**config.mk**
```make
export PLATFORM = sky130hd
export DESIGN_NAME = ascr_regs
export DESIGN_NICKNAME = d
export VERILOG_FILES = /design/src/ascr_pkg.sv /design/src/ascr_regs.sv
export SDC_FILE = /design/constraint.sdc
export NUM_CORES = 1
export LEC_CHECK = 0
export ABC_CLOCK_PERIOD_IN_PS = 5800
export BUFFER_PORTS_ARGS = -buffer_cell sky130_fd_sc_hd__buf_2
export CAP_MARGIN = 20
export CORE_UTILIZATION = 55
export DETAILED_ROUTE_END_ITERATION = 10
export PLACE_DENSITY = 0.77
export SYNTH_ARGS = -nofsm -noshare
export SYNTH_HDL_FRONTEND = slang
export SYNTH_SLANG_ARGS = --single-unit
```
**constraint.sdc**
```tcl
create_clock -name sys_clk -period 5.8 [get_ports sys_clk]
set_input_delay 0.29 -clock sys_clk [delete_from_list [all_inputs] [get_ports sys_clk]]
set_output_delay 0.29 -clock sys_clk [all_outputs]
set_load 0.01 [all_outputs]
```
**src/ascr_pkg.sv**
```systemverilog
// Package for the converter status and correction register bank.
// Assumes a single 40 MHz clock domain and a 16-bit parallel host port.
package ascr_pkg;

	// ----------------------------------------------------------------
	// Register addresses
	// ----------------------------------------------------------------
	localparam logic [15:0] ASCR_ADDR_CONTROL1  = 16'h0001;
	localparam logic [15:0] ASCR_ADDR_OFFSET    = 16'h0003;
	localparam logic [15:0] ASCR_ADDR_GAIN      = 16'h0004;
	localparam logic [15:0] ASCR_ADDR_OVERRANGE = 16'h0005;

	// ----------------------------------------------------------------
	// Reset values and reference codes
	// ----------------------------------------------------------------
	localparam logic [15:0] ASCR_OFFSET_RESET     = 16'h0000;
	localparam logic [15:0] ASCR_GAIN_RESET       = 16'hA000;
	localparam logic [15:0] ASCR_OVERRANGE_RESET  = 16'hCCCC;
	localparam logic [15:0] ASCR_GAIN_UNITY       = 16'h8000;
	localparam logic [15:0] ASCR_OFFSET_MAX_POS   = 16'h7FFF;
	localparam logic [15:0] ASCR_OFFSET_MAX_NEG   = 16'h8000;

	// ----------------------------------------------------------------
	// Control word read-selection bits
	// ----------------------------------------------------------------
	localparam int ASCR_SEL_OVERRANGE_BIT = 14;
	localparam int ASCR_SEL_GAIN_BIT      = 13;
	localparam int ASCR_SEL_OFFSET_BIT    = 12;
	localparam int ASCR_SEL_STATUS_BIT    = 11;

	// ----------------------------------------------------------------
	// Timing and widths
	// ----------------------------------------------------------------
	localparam logic [2:0] ASCR_FULLSCALE_RUN = 3'h4;
	localparam int         ASCR_RESULT_WIDTH  = 24;

	// Status word layout, most significant field first.
	typedef struct packed {
		logic [1:0] part_code_bits;
		logic [2:0] die_revision_index;
		logic       result_valid_flag;
		logic       reduced_power_flag;
		logic       overrange_flag;
		logic       download_checksum_match;
		logic       filter_checksum_match;
		logic       user_filter_active;
		logic       stage3_bypassed;
		logic       stage1_bypassed;
		logic [2:0] decimation_setting;
	} ascr_status_type;

	// Host port write strobe group.
	typedef struct packed {
		logic        wr;
		logic [15:0] data;
	} ascr_write_type;

endpackage : ascr_pkg

```
**src/ascr_regs.sv**
```systemverilog
// Status word and correction register bank of the sigma-delta converter.
// Assumes host port signals and filter datapath status are synchronous to sys_clk.
`timescale 1ns/10ps

module ascr_regs
	import ascr_pkg::*;
#(
	parameter logic [1:0] PART_CODE  = 2'h1,
	parameter logic [2:0] DIE_REV    = 3'h0,
	parameter int         RES_WIDTH  = ASCR_RESULT_WIDTH
) (
	input  wire logic                  sys_clk,
	input  wire logic                  rst,
	input  wire ascr_write_type        host_write,
	input  wire logic                  host_rd,
	output logic       [15:0]          host_rdata,
	output logic                       host_rdata_valid,
	input  wire logic  [15:0]          conv_word,
	input  wire logic                  result_valid_flag,
	input  wire logic                  reduced_power_flag,
	input  wire logic                  stage3_bypassed,
	input  wire logic                  stage1_bypassed,
	input  wire logic  [2:0]           decimation_setting,
	input  wire logic                  user_filter_active,
	input  wire logic                  coeff_download_request,
	input  wire logic                  coeff_word_valid,
	input  wire logic  [15:0]          coeff_word,
	input  wire logic                  coeff_checksum_valid,
	input  wire logic  [15:0]          coeff_checksum_word,
	input  wire logic                  filter_pass_valid,
	input  wire logic  [15:0]          filter_pass_checksum,
	input  wire logic                  stage1_valid,
	input  wire logic  [15:0]          stage1_magnitude,
	input  wire logic                  mod_sample_valid,
	input  wire logic                  mod_fullscale,
	input  wire logic                  corr_in_valid,
	input  wire logic  [RES_WIDTH-1:0] corr_in,
	output logic       [RES_WIDTH-1:0] corr_out,
	output logic                       corr_out_valid,
	output ascr_status_type            status_word
);

	// ----------------------------------------------------------------
	// Host write sequencing
	// ----------------------------------------------------------------
	logic        addr_phase_reg;
	logic [15:0] addr_reg;
	logic [15:0] offset_correction_reg;
	logic [15:0] gain_correction_reg;
	logic [15:0] overrange_threshold_reg;
	logic [3:0]  read_select_reg;
	logic        data_wr;

	assign data_wr = host_write.wr && !addr_phase_reg;

	always_ff @(posedge sys_clk) begin
		if (rst) begin
			addr_phase_reg <= 1'b1;
			addr_reg       <= 16'h0000;
		end else if (host_write.wr && !coeff_download_request) begin
			addr_phase_reg <= ~addr_phase_reg;
			if (addr_phase_reg) begin
				addr_reg <= host_write.data;
			end
		end
	end

	always_ff @(posedge sys_clk) begin
		if (rst) begin
			offset_correction_reg   <= ASCR_OFFSET_RESET;
			gain_correction_reg     <= ASCR_GAIN_RESET;
			overrange_threshold_reg <= ASCR_OVERRANGE_RESET;
		end else if (data_wr && !coeff_download_request) begin
			case (addr_reg)
				ASCR_ADDR_OFFSET:    offset_correction_reg   <= host_write.data;
				ASCR_ADDR_GAIN:      gain_correction_reg     <= host_write.data;
				ASCR_ADDR_OVERRANGE: overrange_threshold_reg <= host_write.data;
				default: begin
				end
			endcase
		end
	end

	// ----------------------------------------------------------------
	// Read selection
	// ----------------------------------------------------------------
	always_ff @(posedge sys_clk) begin
		if (rst) begin
			read_select_reg <= 4'h0;
		end else if (data_wr && !coeff_download_request && addr_reg == ASCR_ADDR_CONTROL1) begin
			read_select_reg <= host_write.data[ASCR_SEL_OVERRANGE_BIT:ASCR_SEL_STATUS_BIT];
		end else if (host_rd) begin
			read_select_reg <= 4'h0;
		end
	end

	// Priority keeps the answer defined if the host sets several bits.
	always_ff @(posedge sys_clk) begin
		if (rst) begin
			host_rdata       <= 16'h0000;
			host_rdata_valid <= 1'b0;
		end else begin
			host_rdata_valid <= host_rd;
			if (host_rd) begin
				if (read_select_reg[3]) begin
					host_rdata <= overrange_threshold_reg;
				end else if (read_select_reg[2]) begin
					host_rdata <= gain_correction_reg;
				end else if (read_select_reg[1]) begin
					host_rdata <= offset_correction_reg;
				end else if (read_select_reg[0]) begin
					host_rdata <= status_word;
				end else begin
					host_rdata <= conv_word;
				end
			end
		end
	end

	// ----------------------------------------------------------------
	// Coefficient download checksum
	// ----------------------------------------------------------------
	logic [15:0] dl_sum_reg;
	logic        download_checksum_match_reg;
	logic        filt_ok_reg;

	always_ff @(posedge sys_clk) begin
		if (rst) begin
			dl_sum_reg <= 16'h0000;
			download_checksum_match_reg  <= 1'b0;
		end else if (coeff_checksum_valid) begin
			download_checksum_match_reg  <= (dl_sum_reg == coeff_checksum_word);
			dl_sum_reg <= 16'h0000;
		end else if (coeff_word_valid) begin
			dl_sum_reg <= 16'(dl_sum_reg + coeff_word);
		end
	end

	always_ff @(posedge sys_clk) begin
		if (rst) begin
			filt_ok_reg <= 1'b0;
		end else if (!user_filter_active) begin
			filt_ok_reg <= 1'b0;
		end else if (filter_pass_valid) begin
			filt_ok_reg <= (filter_pass_checksum == coeff_checksum_word);
		end
	end

	// ----------------------------------------------------------------
	// Over-range detection
	// ----------------------------------------------------------------
	logic [2:0] fs_run_reg;
	logic       ovr_reg;

	always_ff @(posedge sys_clk) begin
		if (rst) begin
			fs_run_reg <= 3'h0;
		end else if (mod_sample_valid) begin
			if (!mod_fullscale) begin
				fs_run_reg <= 3'h0;
			end else if (fs_run_reg <= ASCR_FULLSCALE_RUN) begin
				fs_run_reg <= 3'(fs_run_reg + 3'h1);
			end
		end
	end

	always_ff @(posedge sys_clk) begin
		if (rst) begin
			ovr_reg <= 1'b0;
		end else if (mod_sample_valid && mod_fullscale && fs_run_reg >= ASCR_FULLSCALE_RUN) begin
			ovr_reg <= 1'b1;
		end else if (stage1_valid) begin
			ovr_reg <= (stage1_magnitude > overrange_threshold_reg);
		end
	end

	// ----------------------------------------------------------------
	// Status word
	// ----------------------------------------------------------------
	always_ff @(posedge sys_clk) begin
		if (rst) begin
			status_word <= '0;
		end else begin
			status_word.part_code_bits          <= PART_CODE;
			status_word.die_revision_index      <= DIE_REV;
			status_word.result_valid_flag       <= result_valid_flag;
			status_word.reduced_power_flag      <= reduced_power_flag;
			status_word.overrange_flag          <= ovr_reg;
			status_word.download_checksum_match <= download_checksum_match_reg;
			status_word.filter_checksum_match   <= filt_ok_reg;
			status_word.user_filter_active      <= user_filter_active;
			status_word.stage3_bypassed         <= stage3_bypassed;
			status_word.stage1_bypassed         <= stage1_bypassed;
			status_word.decimation_setting      <= decimation_setting;
		end
	end

	// ----------------------------------------------------------------
	// Gain then offset correction
	// ----------------------------------------------------------------
	function automatic logic signed [RES_WIDTH-1:0] ascr_sat(input logic signed [RES_WIDTH+1:0] v);
		logic signed [RES_WIDTH+1:0] hi;
		logic signed [RES_WIDTH+1:0] lo;
		hi = (RES_WIDTH+2)'({1'b0, {(RES_WIDTH-1){1'b1}}});
		lo = -hi - (RES_WIDTH+2)'(1);
		if (v > hi) begin
			return hi[RES_WIDTH-1:0];
		end else if (v < lo) begin
			return lo[RES_WIDTH-1:0];
		end
		return v[RES_WIDTH-1:0];
	endfunction

	logic signed [RES_WIDTH+16:0] prod_reg;
	logic                         prod_valid_reg;
	logic signed [RES_WIDTH+1:0]  gained;
	logic signed [RES_WIDTH+1:0]  offset_ext;

	// Unity gain is 0x8000, so the product is shifted down by fifteen.
	assign gained = (RES_WIDTH+2)'(prod_reg >>> 15);
	// Full offset code spans 1/128 of full scale, i.e. 0.78125 percent.
	assign offset_ext = (RES_WIDTH+2)'($signed(offset_correction_reg) <<< (RES_WIDTH-1-15-7));

	always_ff @(posedge sys_clk) begin
		if (rst) begin
			prod_reg       <= '0;
			prod_valid_reg <= 1'b0;
		end else begin
			prod_valid_reg <= corr_in_valid;
			if (corr_in_valid) begin
				prod_reg <= $signed(corr_in) * $signed({1'b0, gain_correction_reg});
			end
		end
	end

	always_ff @(posedge sys_clk) begin
		if (rst) begin
			corr_out       <= '0;
			corr_out_valid <= 1'b0;
		end else begin
			corr_out_valid <= prod_valid_reg;
			if (prod_valid_reg) begin
				corr_out <= ascr_sat(gained + offset_ext);
			end
		end
	end

	// ----------------------------------------------------------------
	// Checks
	// ----------------------------------------------------------------
	a_status_readonly: assert property (@(posedge sys_clk) disable iff (rst)
		host_write.wr |=> status_word == {PART_CODE, DIE_REV, $past(result_valid_flag),
		$past(reduced_power_flag), $past(ovr_reg), $past(download_checksum_match_reg), $past(filt_ok_reg),
		$past(user_filter_active), $past(stage3_bypassed), $past(stage1_bypassed),
		$past(decimation_setting)})
		else $error("status word disturbed by host write");

	a_select_returns: assert property (@(posedge sys_clk) disable iff (rst)
		host_rd && read_select_reg[2] && !read_select_reg[3] |=> host_rdata == $past(gain_correction_reg))
		else $error("gain selection not returned");

	a_select_clears: assert property (@(posedge sys_clk) disable iff (rst)
		host_rd && !(data_wr && addr_reg == ASCR_ADDR_CONTROL1) |=> read_select_reg == 4'h0)
		else $error("read selection not cleared");

	a_plain_read_conv: assert property (@(posedge sys_clk) disable iff (rst)
		host_rd && read_select_reg == 4'h0 |=> host_rdata == $past(conv_word) && host_rdata_valid)
		else $error("conversion word not returned");

	a_fullscale_ovr: assert property (@(posedge sys_clk) disable iff (rst)
		mod_sample_valid && mod_fullscale && fs_run_reg == 3'h4 |=> ovr_reg ##1 status_word.overrange_flag)
		else $error("full scale run not flagged");

	a_threshold_ovr: assert property (@(posedge sys_clk) disable iff (rst)
		stage1_valid && !mod_sample_valid && stage1_magnitude <= overrange_threshold_reg |=> !ovr_reg)
		else $error("over-range set below threshold");

	a_dl_match: assert property (@(posedge sys_clk) disable iff (rst)
		coeff_checksum_valid |=> download_checksum_match_reg == ($past(dl_sum_reg) == $past(coeff_checksum_word)))
		else $error("download checksum mismatch");

	a_status_mirror: assert property (@(posedge sys_clk) disable iff (rst)
		1'b1 |=> status_word.decimation_setting == $past(decimation_setting))
		else $error("decimation not mirrored");

	a_corr_latency: assert property (@(posedge sys_clk) disable iff (rst)
		corr_in_valid |-> ##2 corr_out_valid)
		else $error("correction latency wrong");

endmodule // ascr_regs

```
Word-level counts from Yosys, hierarchy flattened
Cells that the tools add are included.
{"block": "word_totals", "reg_bits": 191, "in_bits": 140, "out_inout_bits": 58, "wordCells": 81}
{"block": "classes", "n_addsub": 3, "multipliers": 1, "order_cmp": 5, "n_eq_ne": 7, "n_mux": 18, "n_bitwise": 2, "n_reduce_logical": 17}
{"operator": "$mux 24", "n": 3}
{"operator": "$mux 16", "n": 4}
{"operator": "$mul 24x17->41", "n": 1}
{"operator": "$eq 16x16->1", "n": 2}
{"operator": "$eq 16x3->1 const B", "n": 2}
{"operator": "$add 26x17->26", "n": 1}
{"operator": "$gt 26x24->1 const B", "n": 1}
{"operator": "$lt 26x24->1 const B", "n": 1}
{"operator": "$add 16x16->16", "n": 1}
{"operator": "$eq 16x1->1 const B", "n": 1}
{"operator": "$eq 16x2->1 const B", "n": 1}
{"operator": "$gt 16x16->1", "n": 1}
{"operator": "$mux 15", "n": 1}
{"operator": "$reduce_and 2->1", "n": 5}
{"operator": "$mux 4", "n": 2}
{"operator": "$logic_and 1x1->1", "n": 6}
{"operator": "$mux 1", "n": 6}
{"operator": "$mux 3", "n": 2}
{"operator": "$reduce_bool 2->1", "n": 2}
{"operator": "$reduce_or 2->1", "n": 2}
{"operator": "$add 3x1->3 const B", "n": 1}
{"operator": "$ge 3x3->1 const B", "n": 1}
{"operator": "$le 3x3->1 const B", "n": 1}
{"operator": "$logic_not 1->1", "n": 2}
{"operator": "other kinds (2)", "n": 3}

Depth between registers and ports, before layout
Gate-level depths: netlist (run 1).
{"block": "depth", "ltp_word": 7, "ltp_mapped": 25, "ltp_nobuf": 24}

Least setup slack after synthesis (run 1)
OpenSTA, ideal clock, no wires.
{"block": "synth_timing", "kind": "register to register", "start": "register gain_correction_reg[8]", "end": "register prod_reg[40]", "setup_time_ps": 134, "arrival_time_ps": 6241, "required_time_ps": 5666, "setup_slack_ps": -574, "stages_incl_launch_ff": 25, "n_path_buf": 2, "synth_period_minus_slack_ps": 6374, "cell_sequence": "dfxtp_1 > clkbuf_1 > clkbuf_1 > nand2_1 > fa_1 > inv_1 > fa_1 > inv_1 > fa_1 > inv_1 > fa_1 > fa_1 > inv_1 > fa_1 > inv_1 > ha_1 > and2_1 > a221o_1 > o211ai_1 > o211ai_1 > a21oi_1 > o21ai_0 > a221oi_1 > and4b_1 > nor4_1"}
{"block": "synth_between", "elab_chain_cells": 1}
{"item": "start: declaration", "line": "ascr_regs.sv:49", "text": "logic [15:0] gain_correction_reg;"}
{"item": "start signal: assignment", "line": "ascr_regs.sv:76", "text": "ASCR_ADDR_GAIN: gain_correction_reg <= host_write.data;"}
{"item": "$mul 24x17->41", "line": "ascr_regs.sv:231", "text": "prod_reg <= $signed(corr_in) * $signed({1'b0, gain_correction_reg});"}
{"item": "end signal: assignment", "line": "ascr_regs.sv:231"}
{"item": "end: declaration", "line": "ascr_regs.sv:214", "text": "logic signed [RES_WIDTH+16:0] prod_reg;"}
Every way passes these cells.
A chain may end at the register's enable or synchronous reset.

Worst setup path in the final report (run 1)
{"block": "layout_timing", "start": "register gain_correction_reg[4]", "end": "register prod_reg[37]"}
The elaborated chain is that of the path after synthesis.

==> results of run 1 <==
-- cells by family (layout without fill, tap and decap cells) --
kind of cell | after synthesis | after routing | share of synthesized area, %
and+or+nand+nor | 805 | 805 | 16.50
buffers and inverters | 614 | 905 | 10.27
adders and majority gates | 533 | 533 | 41.57
AOI/OAI and AO/OA | 300 | 300 | 8.832
DFF | 172 | 172 | 15.07
muxes | 98 | 98 | 4.293
xor gates and xnor gates | 90 | 90 | 3.450
other | 1 | 4 | 0.01641
-- layout by cell type (no fill, tap or decap), drive strengths merged, types with 37 or more instances in the layout --
master  Yosys  final
xnor2      53     53
a211oi     46     46
a21oi     104    104
ha        156    156
and2      156    156
nor2      176    176
buf        18    385
xor2       37     37
o21ai      41     41
fa        377    377
nand2     347    347
mux2i      98     98
inv       485    492
dfxtp     172    172
-- layer usage --
| layer | vias up | routed length (um) | global-route usage (%) |
|---|---|---|---|
| met5 | - | 0 | 0 |
| met4 | 0 | 2838 | 12.74 |
| met3 | 169 | 3166 | 3.564 |
| met2 | 627 | 31120 | 54.24 |
| met1 | 9356 | 23180 | 34.49 |
| li1 | 8663 | - | - |
-- what timing repair did --
item | 4_1_cts | 5_1_grt
setup endpoints to repair | 22 | 26
pin swaps | 53 | 35
resized for setup | 74 | 30
hold endpoints to repair | 0 | 0
cloned | 1 | 1
buffers inserted | 14 | 3
-- layout make-up --
| type | count | area, sq um | share of cell area [%] |
|---|---|---|---|
| Multi-Input combinational cell | 1830 | 17420 | 65.22 |
| Inverter | 486 | 1824 | 6.832 |
| Tap cell | 532 | 665.6 | 2.493 |
| Clock inverter | 15 | 206.4 | 0.7731 |
| Clock buffer | 17 | 425.4 | 1.593 |
| Sequential cell | 172 | 3470 | 12.99 |
| Timing Repair Buffer | 387 | 2695 | 10.09 |
-- through the flow --
step	worst slack, ns	cell area (sq um)	std cells	power [uW]	hold slack [ns]
2_1_floorplan	-0.09467	23010	2616	2067	0.3866
3_3_place_gp	-0.3834	25420	3385	2434	0.4250
3_5_place_dp	-0.5444	25440	3387	2481	0.4238
4_1_cts	-0.1612	26460	3433	3690	0.04058
5_1_grt	-0.3926	26700	3439	3908	0.06733
6_report	-0.1855	26700	3439	3704	0.05362
-- path summary, 6_finish.rpt --
kind,start,endpoint,slack (ns),depth (start not counted)
max reg2reg,gain_correction_reg[4],prod_reg[37],-0.19,22
min reg2reg,ovr_reg,status_word[8],0.43,2
max,gain_correction_reg[4],prod_reg[37],-0.19,22
min,reduced_power_flag,status_word[9],0.05,2
-- worst max-delay path, cell delays in order (launching register included) --
cell	delay (ns)
dfxtp_2	0.35
buf_12	0.15
nand2_2	0.07
fa_1	0.59
fa_1	0.45
fa_1	0.53
inv_2	0.05
fa_1	0.48
fa_1	0.50
inv_1	0.05
fa_1	0.51
inv_2	0.05
ha_4	0.21
and2_4	0.13
a221o_1	0.32
o211ai_1	0.18
o211ai_1	0.11
buf_4	0.18
a211oi_4	0.30
o221ai_2	0.16
xnor2_1	0.19
nor2_1	0.06
a31o_2	0.22
-- where the power goes --
part / internal (uW) / leakage, uW / total [uW] / switching (uW)
clock network: 598 / 0.000304 / 1200 / 600
registers: 1240 / 0.00141 / 1290 / 48.8
logic: 544 / 0.0119 / 1210 / 670
total: 2390 / 0.0136 / 3700 / 1320
==> impl_results.md, run 1 <==
* Status: finished, violations left
* Failing checks: setup timing
* DP HPWL at 49510 um
* Clk sink count at 172
* Final setup fails at 18
* Largest area contributor in the netlist: fa_1
* Vias in the first global route at 19980
* Max reg flops at 26
* Period utilization at 103.2%
* Most instantiated library cell after synthesis: inv_1
* Placement Rows at 74
* Final-report hold violation count at 0
* Area grow syn2layout at 16.86%
* RD Place Congestion at 0.9292
* DRT Wirelength at 60310 um
* Worst Setup End Kind: register
* Die width at 205.8 um
* Drt pass-1 iters at 5
* Peak VDD IR at 0.0002329 V
* Iter 0 DRT Violations at 1151
* Synth Instances at 2613
* Worst Path Max Fanout at 9
* Filler cells at 3285
* Layout cells sized above 1 at 18.58%
* Skew-Pair Late Insertion Delay at 0.45 ns
* Max cap viols at 0
* Final nets at 3567
* Pwr dens at 138.7 mW/mm^2
* Number of synthesized flops with an enable pin at 0
* CTS tree: done
* Largest net degree at the start of global routing at 83
* Clock Skew at 0.01242 ns
* Fin crit period at 5.986 ns
* Synth area leaders: fa_1, dfxtp_1, ha_1
* Antenna violations before repair at 0
* Number of routed nets with antenna violations at 0
* Synthesis Warnings at 0
* Leakage at 0.01364 uW
* WL/cell at 17.54 um
* Startpoint type of the worst setup path: register
* Initial core utilization at 55.84%
* Crit path DAT at 6.31 ns
* Final setup TNS at -2.034 ns
* Chip height at 205.8 um
* Vias per cell at 5.471
* Clk slew on worst S/H paths at 0.08 ns
* Gr usage total at 29.55%
* Grt total ovfl at 0
* CP Class: register to register
* Vias at 18820
* Synth Cell Area at 0.02285 sq mm
* RSZ-0062 raised after global routing: yes
* CTS buffer count at 17
* CTS root buf: clkbuf_16
* Cell variety after synth at 63
* Register area share after synthesis at 15.07%
* Synthesis-stage register bit count at 172
* Worst min-delay path category: input port to register
* Final design utilization at 65.25%
* Antenna cells at 0
* First-pass GRT wire length at 98060 um
* IO Count at 198
* Final Max Tran Viols at 0
* Clk buf depth at 2
* Slew margin rel. at 32.69%
* Ys flop type: dfxtp_1
* Async SR Flop Fraction at 0%
* Avg Inst Size Synth at 8.745 sq um
* Worst-Margin Slew at 1.010 ns
* Quantity of hold-fixing buffers added after cts at 0
* Buffers on Ports at 193
* Synth top area share at 33.03%
* Fmax at 167.1 MHz
* H-tree levels at 4
* Core footprint at 0.04092 sq mm
* WP data required at 6.13 ns
* Die ar. at 0.04237 sq mm
* Synth cell count leaders: inv_1, fa_1, nand2_1, nor2_1, dfxtp_1
* DRC Markers at 0
* Setup WS post-layout at -0.1855 ns
(Power assumes the default switching activity.)
==> run 2: changes to the inputs <==
==> constraint.sdc (replaced) <==
create_clock -name sys_clk -period 5.8 [get_ports sys_clk]
set_input_delay 0.58 -clock sys_clk [delete_from_list [all_inputs] [get_ports sys_clk]]
set_output_delay 0.58 -clock sys_clk [all_outputs]
set_load 0.01 [all_outputs]
==> run 2 against run 1 <==
Net effect: the run still ends with setup timing left; die area unchanged; hold slack improved by 0.30 ns; critical path depth did not move; flip-flop and latch count is the same; critical endpoint is now prod_reg[35]; combinational power up 5%; largest cell class unchanged; utilization rose by 0.39 points.
==> impl_results.md, run 2 (same netlist as run 1, synthesis figures left out) <==
* Period utilization at 104.3% (was 103.2%)
* Clk sink count at 172 (unchanged)
* Final Max Tran Viols at 0 (unchanged)
* Antenna cells at 0 (unchanged)
* Number of routed nets with antenna violations at 0 (unchanged)
* Largest net degree at the start of global routing at 87 (was 83)
* CP Class: register to register (unchanged)
* Pwr dens at 135.9 mW/mm^2 (was 138.7 mW/mm^2)
* Die width at 205.8 um (unchanged)
* Drt pass-1 iters at 7 (was 5)
* Max reg flops at 26 (unchanged)
* Chip height at 205.8 um (unchanged)
* Max incr delay on CP at 0.56 ns (was 0.59 ns)
* Final-report hold violation count at 0 (unchanged)
* Clock Skew at 0.01440 ns (was 0.01242 ns)
* H-tree levels at 4 (unchanged)
* Die ar. at 0.04237 sq mm (unchanged)
* Met2 Resource Use GR at 52.16% (was 54.24%)
* Setup WS post-layout at -0.2479 ns (was -0.1855 ns)
* Top cell by count, worst path: fa_1 (unchanged)
* Antenna violations before repair at 1 (was 0)
* CP bufs+invs at 5 (unchanged)
* Fmax at 165.3 MHz (was 167.1 MHz)
* DRT Wirelength at 61900 um (was 60310 um)
* Iter 0 DRT Violations at 1156 (was 1151)
* CP max stage cell: fa_1 (unchanged)
* Total power at 3651 uW (was 3704 uW)
* Placement Rows at 74 (unchanged)
* Met3 Use GR at 4.181% (was 3.564%)
* CTS buffer count at 17 (unchanged)
* DRC Markers at 0 (unchanged)
* Peak VDD IR at 0.0002669 V (was 0.0002329 V)
* Fin crit period at 6.048 ns (was 5.986 ns)
* CTS tree: done (unchanged)
* Delay-heaviest family, CP: adder cells (unchanged)
* Failing checks: setup timing (unchanged)
* DP HPWL at 49460 um (was 49510 um)
* DP Cell Count at 3399 (was 3387)
* Quantity of hold-fixing buffers added after cts at 0 (unchanged)
* Slew margin rel. at 27.88% (was 32.69%)
* Worst Path Max Fanout at 9 (unchanged)
* Area grow syn2layout at 17.55% (was 16.86%)
* Most frequent cells in the layout: inv_1, fa_1, nand2_1 (unchanged)
* Met1 Resource Use GR at 36.27% (was 34.49%)
* Layout cells sized above 1 at 19.62% (was 18.58%)
* Skew-Pair Late Insertion Delay at 0.44 ns (was 0.45 ns)
* Status: finished, violations left (unchanged)
* Vias in the first global route at 20060 (was 19980)
* RSZ-0062 raised after global routing: yes (unchanged)
* GRT busiest layer: met2 (unchanged)
* Worst-Margin Slew at 1.082 ns (was 1.010 ns)
* Worst-path cell chain: buf_6 > buf_4 > nand2_1 > fa_1 > inv_1 > fa_1 > fa_1 > fa_1 > fa_1 > inv_1 > fa_1 > inv_1 > ha_1 > a21o_1 > a21oi_1 > o21ai_2 > a22o_4 > a21oi_4 > o221ai_2 > a21o_1 > a21o_1 > a211o_1 (was buf_12 > nand2_2 > fa_1 > fa_1 > fa_1 > inv_2 > fa_1 > fa_1 > inv_1 > fa_1 > inv_2 > ha_4 > and2_4 > a221o_1 > o211ai_1 > o211ai_1 > buf_4 > a211oi_4 > o221ai_2 > xnor2_1 > nor2_1 > a31o_2)
* Final setup fails at 21 (was 18)
* First-pass GRT wire length at 99260 um (was 98060 um)
* Buffers on Ports at 193 (unchanged)
* Leakage at 0.01367 uW (was 0.01364 uW)
* Vias per cell at 5.492 (was 5.471)
* Core footprint at 0.04092 sq mm (unchanged)
* RD Place Congestion at 0.9187 (was 0.9292)
* Worst min-delay path category: input port to register (unchanged)
* WL/cell at 17.93 um (was 17.54 um)
* Crit path DAT at 6.36 ns (was 6.31 ns)
* Clk buf depth at 2 (unchanged)
* CTS root buf: clkbuf_16 (unchanged)
* Clk slew on worst S/H paths at 0.07 ns (was 0.08 ns)
* Worst Setup End Kind: register (unchanged)
* Non-filler cells, final at 3452 (was 3439)
* Vias at 18960 (was 18820)
* Grt total ovfl at 0 (unchanged)
* Startpoint type of the worst setup path: register (unchanged)
* Initial core utilization at 55.84% (unchanged)
* Gr usage total at 29.93% (was 29.55%)
* Most common cell after layout, fill and taps aside: inv_1 (unchanged)
* Final nets at 3580 (was 3567)
* IO Count at 198 (unchanged)
* Max cap viols at 0 (unchanged)
* WP data required at 6.12 ns (was 6.13 ns)
==> run 2: what timing repair did <==
| item | 4_1_cts | 5_1_grt |
|---|---|---|
| gates resized for setup | 98 | 43 |
| pin swaps | 66 | 48 |
| gates cloned | 1 | 1 |
| setup endpoints to repair | 26 | 24 |
| buffers inserted | 8 | 10 |
| endpoints found under the hold margin | 0 | 0 |
==> run 2: path summary, 6_finish.rpt <==
path | startpoint | to | slack [ns] | depth (start not counted)
worst max-delay path | gain_correction_reg[11] | prod_reg[35] | -0.25 | 22
worst min-delay path | reduced_power_flag | status_word[9] | 0.35 | 2
worst max register to register | gain_correction_reg[11] | prod_reg[35] | -0.25 | 22
worst min register to register | ovr_reg | status_word[8] | 0.44 | 2
==> run 2: final cells by class <==
cell class,instances,area [sq um]
multi-input combinational,1830,17540
fill,3309,14060
sequential,172,3481
timing repair buffer,400,2809
inverter,486,1824
tap,532,665.6
clock buffer,21,460.4
clock inverter,11,81.33
==> run 2: where the power goes <==
| group | switching [uW] | internal (uW) | total, uW |
|---|---|---|---|
| Combinational | 701 | 571 | 1270 |
| Sequential | 51.8 | 1240 | 1300 |
| Clock | 507 | 576 | 1080 |
| Total | 1260 | 2390 | 3650 |
==> run 2: routing by layer <==
| layer | vias to the layer above | routed length (um) |
|---|---|---|
| met5 | - | 13 |
| met1 | 9451 | 24550 |
| met3 | 191 | 3272 |
| li1 | 8682 | - |
| met2 | 632 | 30940 |
| met4 | 2 | 3120 |
==> run 2: through the flow <==
| step | area, sq um | setup WS [ns] | util (%) | TNS (ns) | hold slack [ns] |
|---|---|---|---|---|---|
| floorplan | 23040 | -0.2741 | - | -1.415 | 0.4104 |
| global placement | 25520 | -0.7119 | 62.37 | -11.75 | 0.4232 |
| detailed placement | 25550 | -0.7997 | 62.43 | -14.40 | 0.4325 |
| CTS | 26560 | -0.1926 | 64.89 | -1.697 | 0.3436 |
| global route | 26860 | -0.4919 | 65.64 | -7.800 | 0.3445 |
| finish | 26860 | -0.2479 | 65.64 | -2.694 | 0.3502 |
==> run 2: worst register-to-register path: stages (launching register included) <==
cell and delay, ns:
dfxtp_4 0.40, buf_6 0.18, buf_4 0.18, nand2_1 0.09
fa_1 0.53, inv_1 0.05, fa_1 0.56, fa_1 0.44
fa_1 0.52, fa_1 0.49, inv_1 0.05, fa_1 0.47
inv_1 0.04, ha_1 0.28, a21o_1 0.16, a21oi_1 0.17
o21ai_2 0.09, a22o_4 0.25, a21oi_4 0.16, o221ai_2 0.13
a21o_1 0.22, a21o_1 0.20, a211o_1 0.26
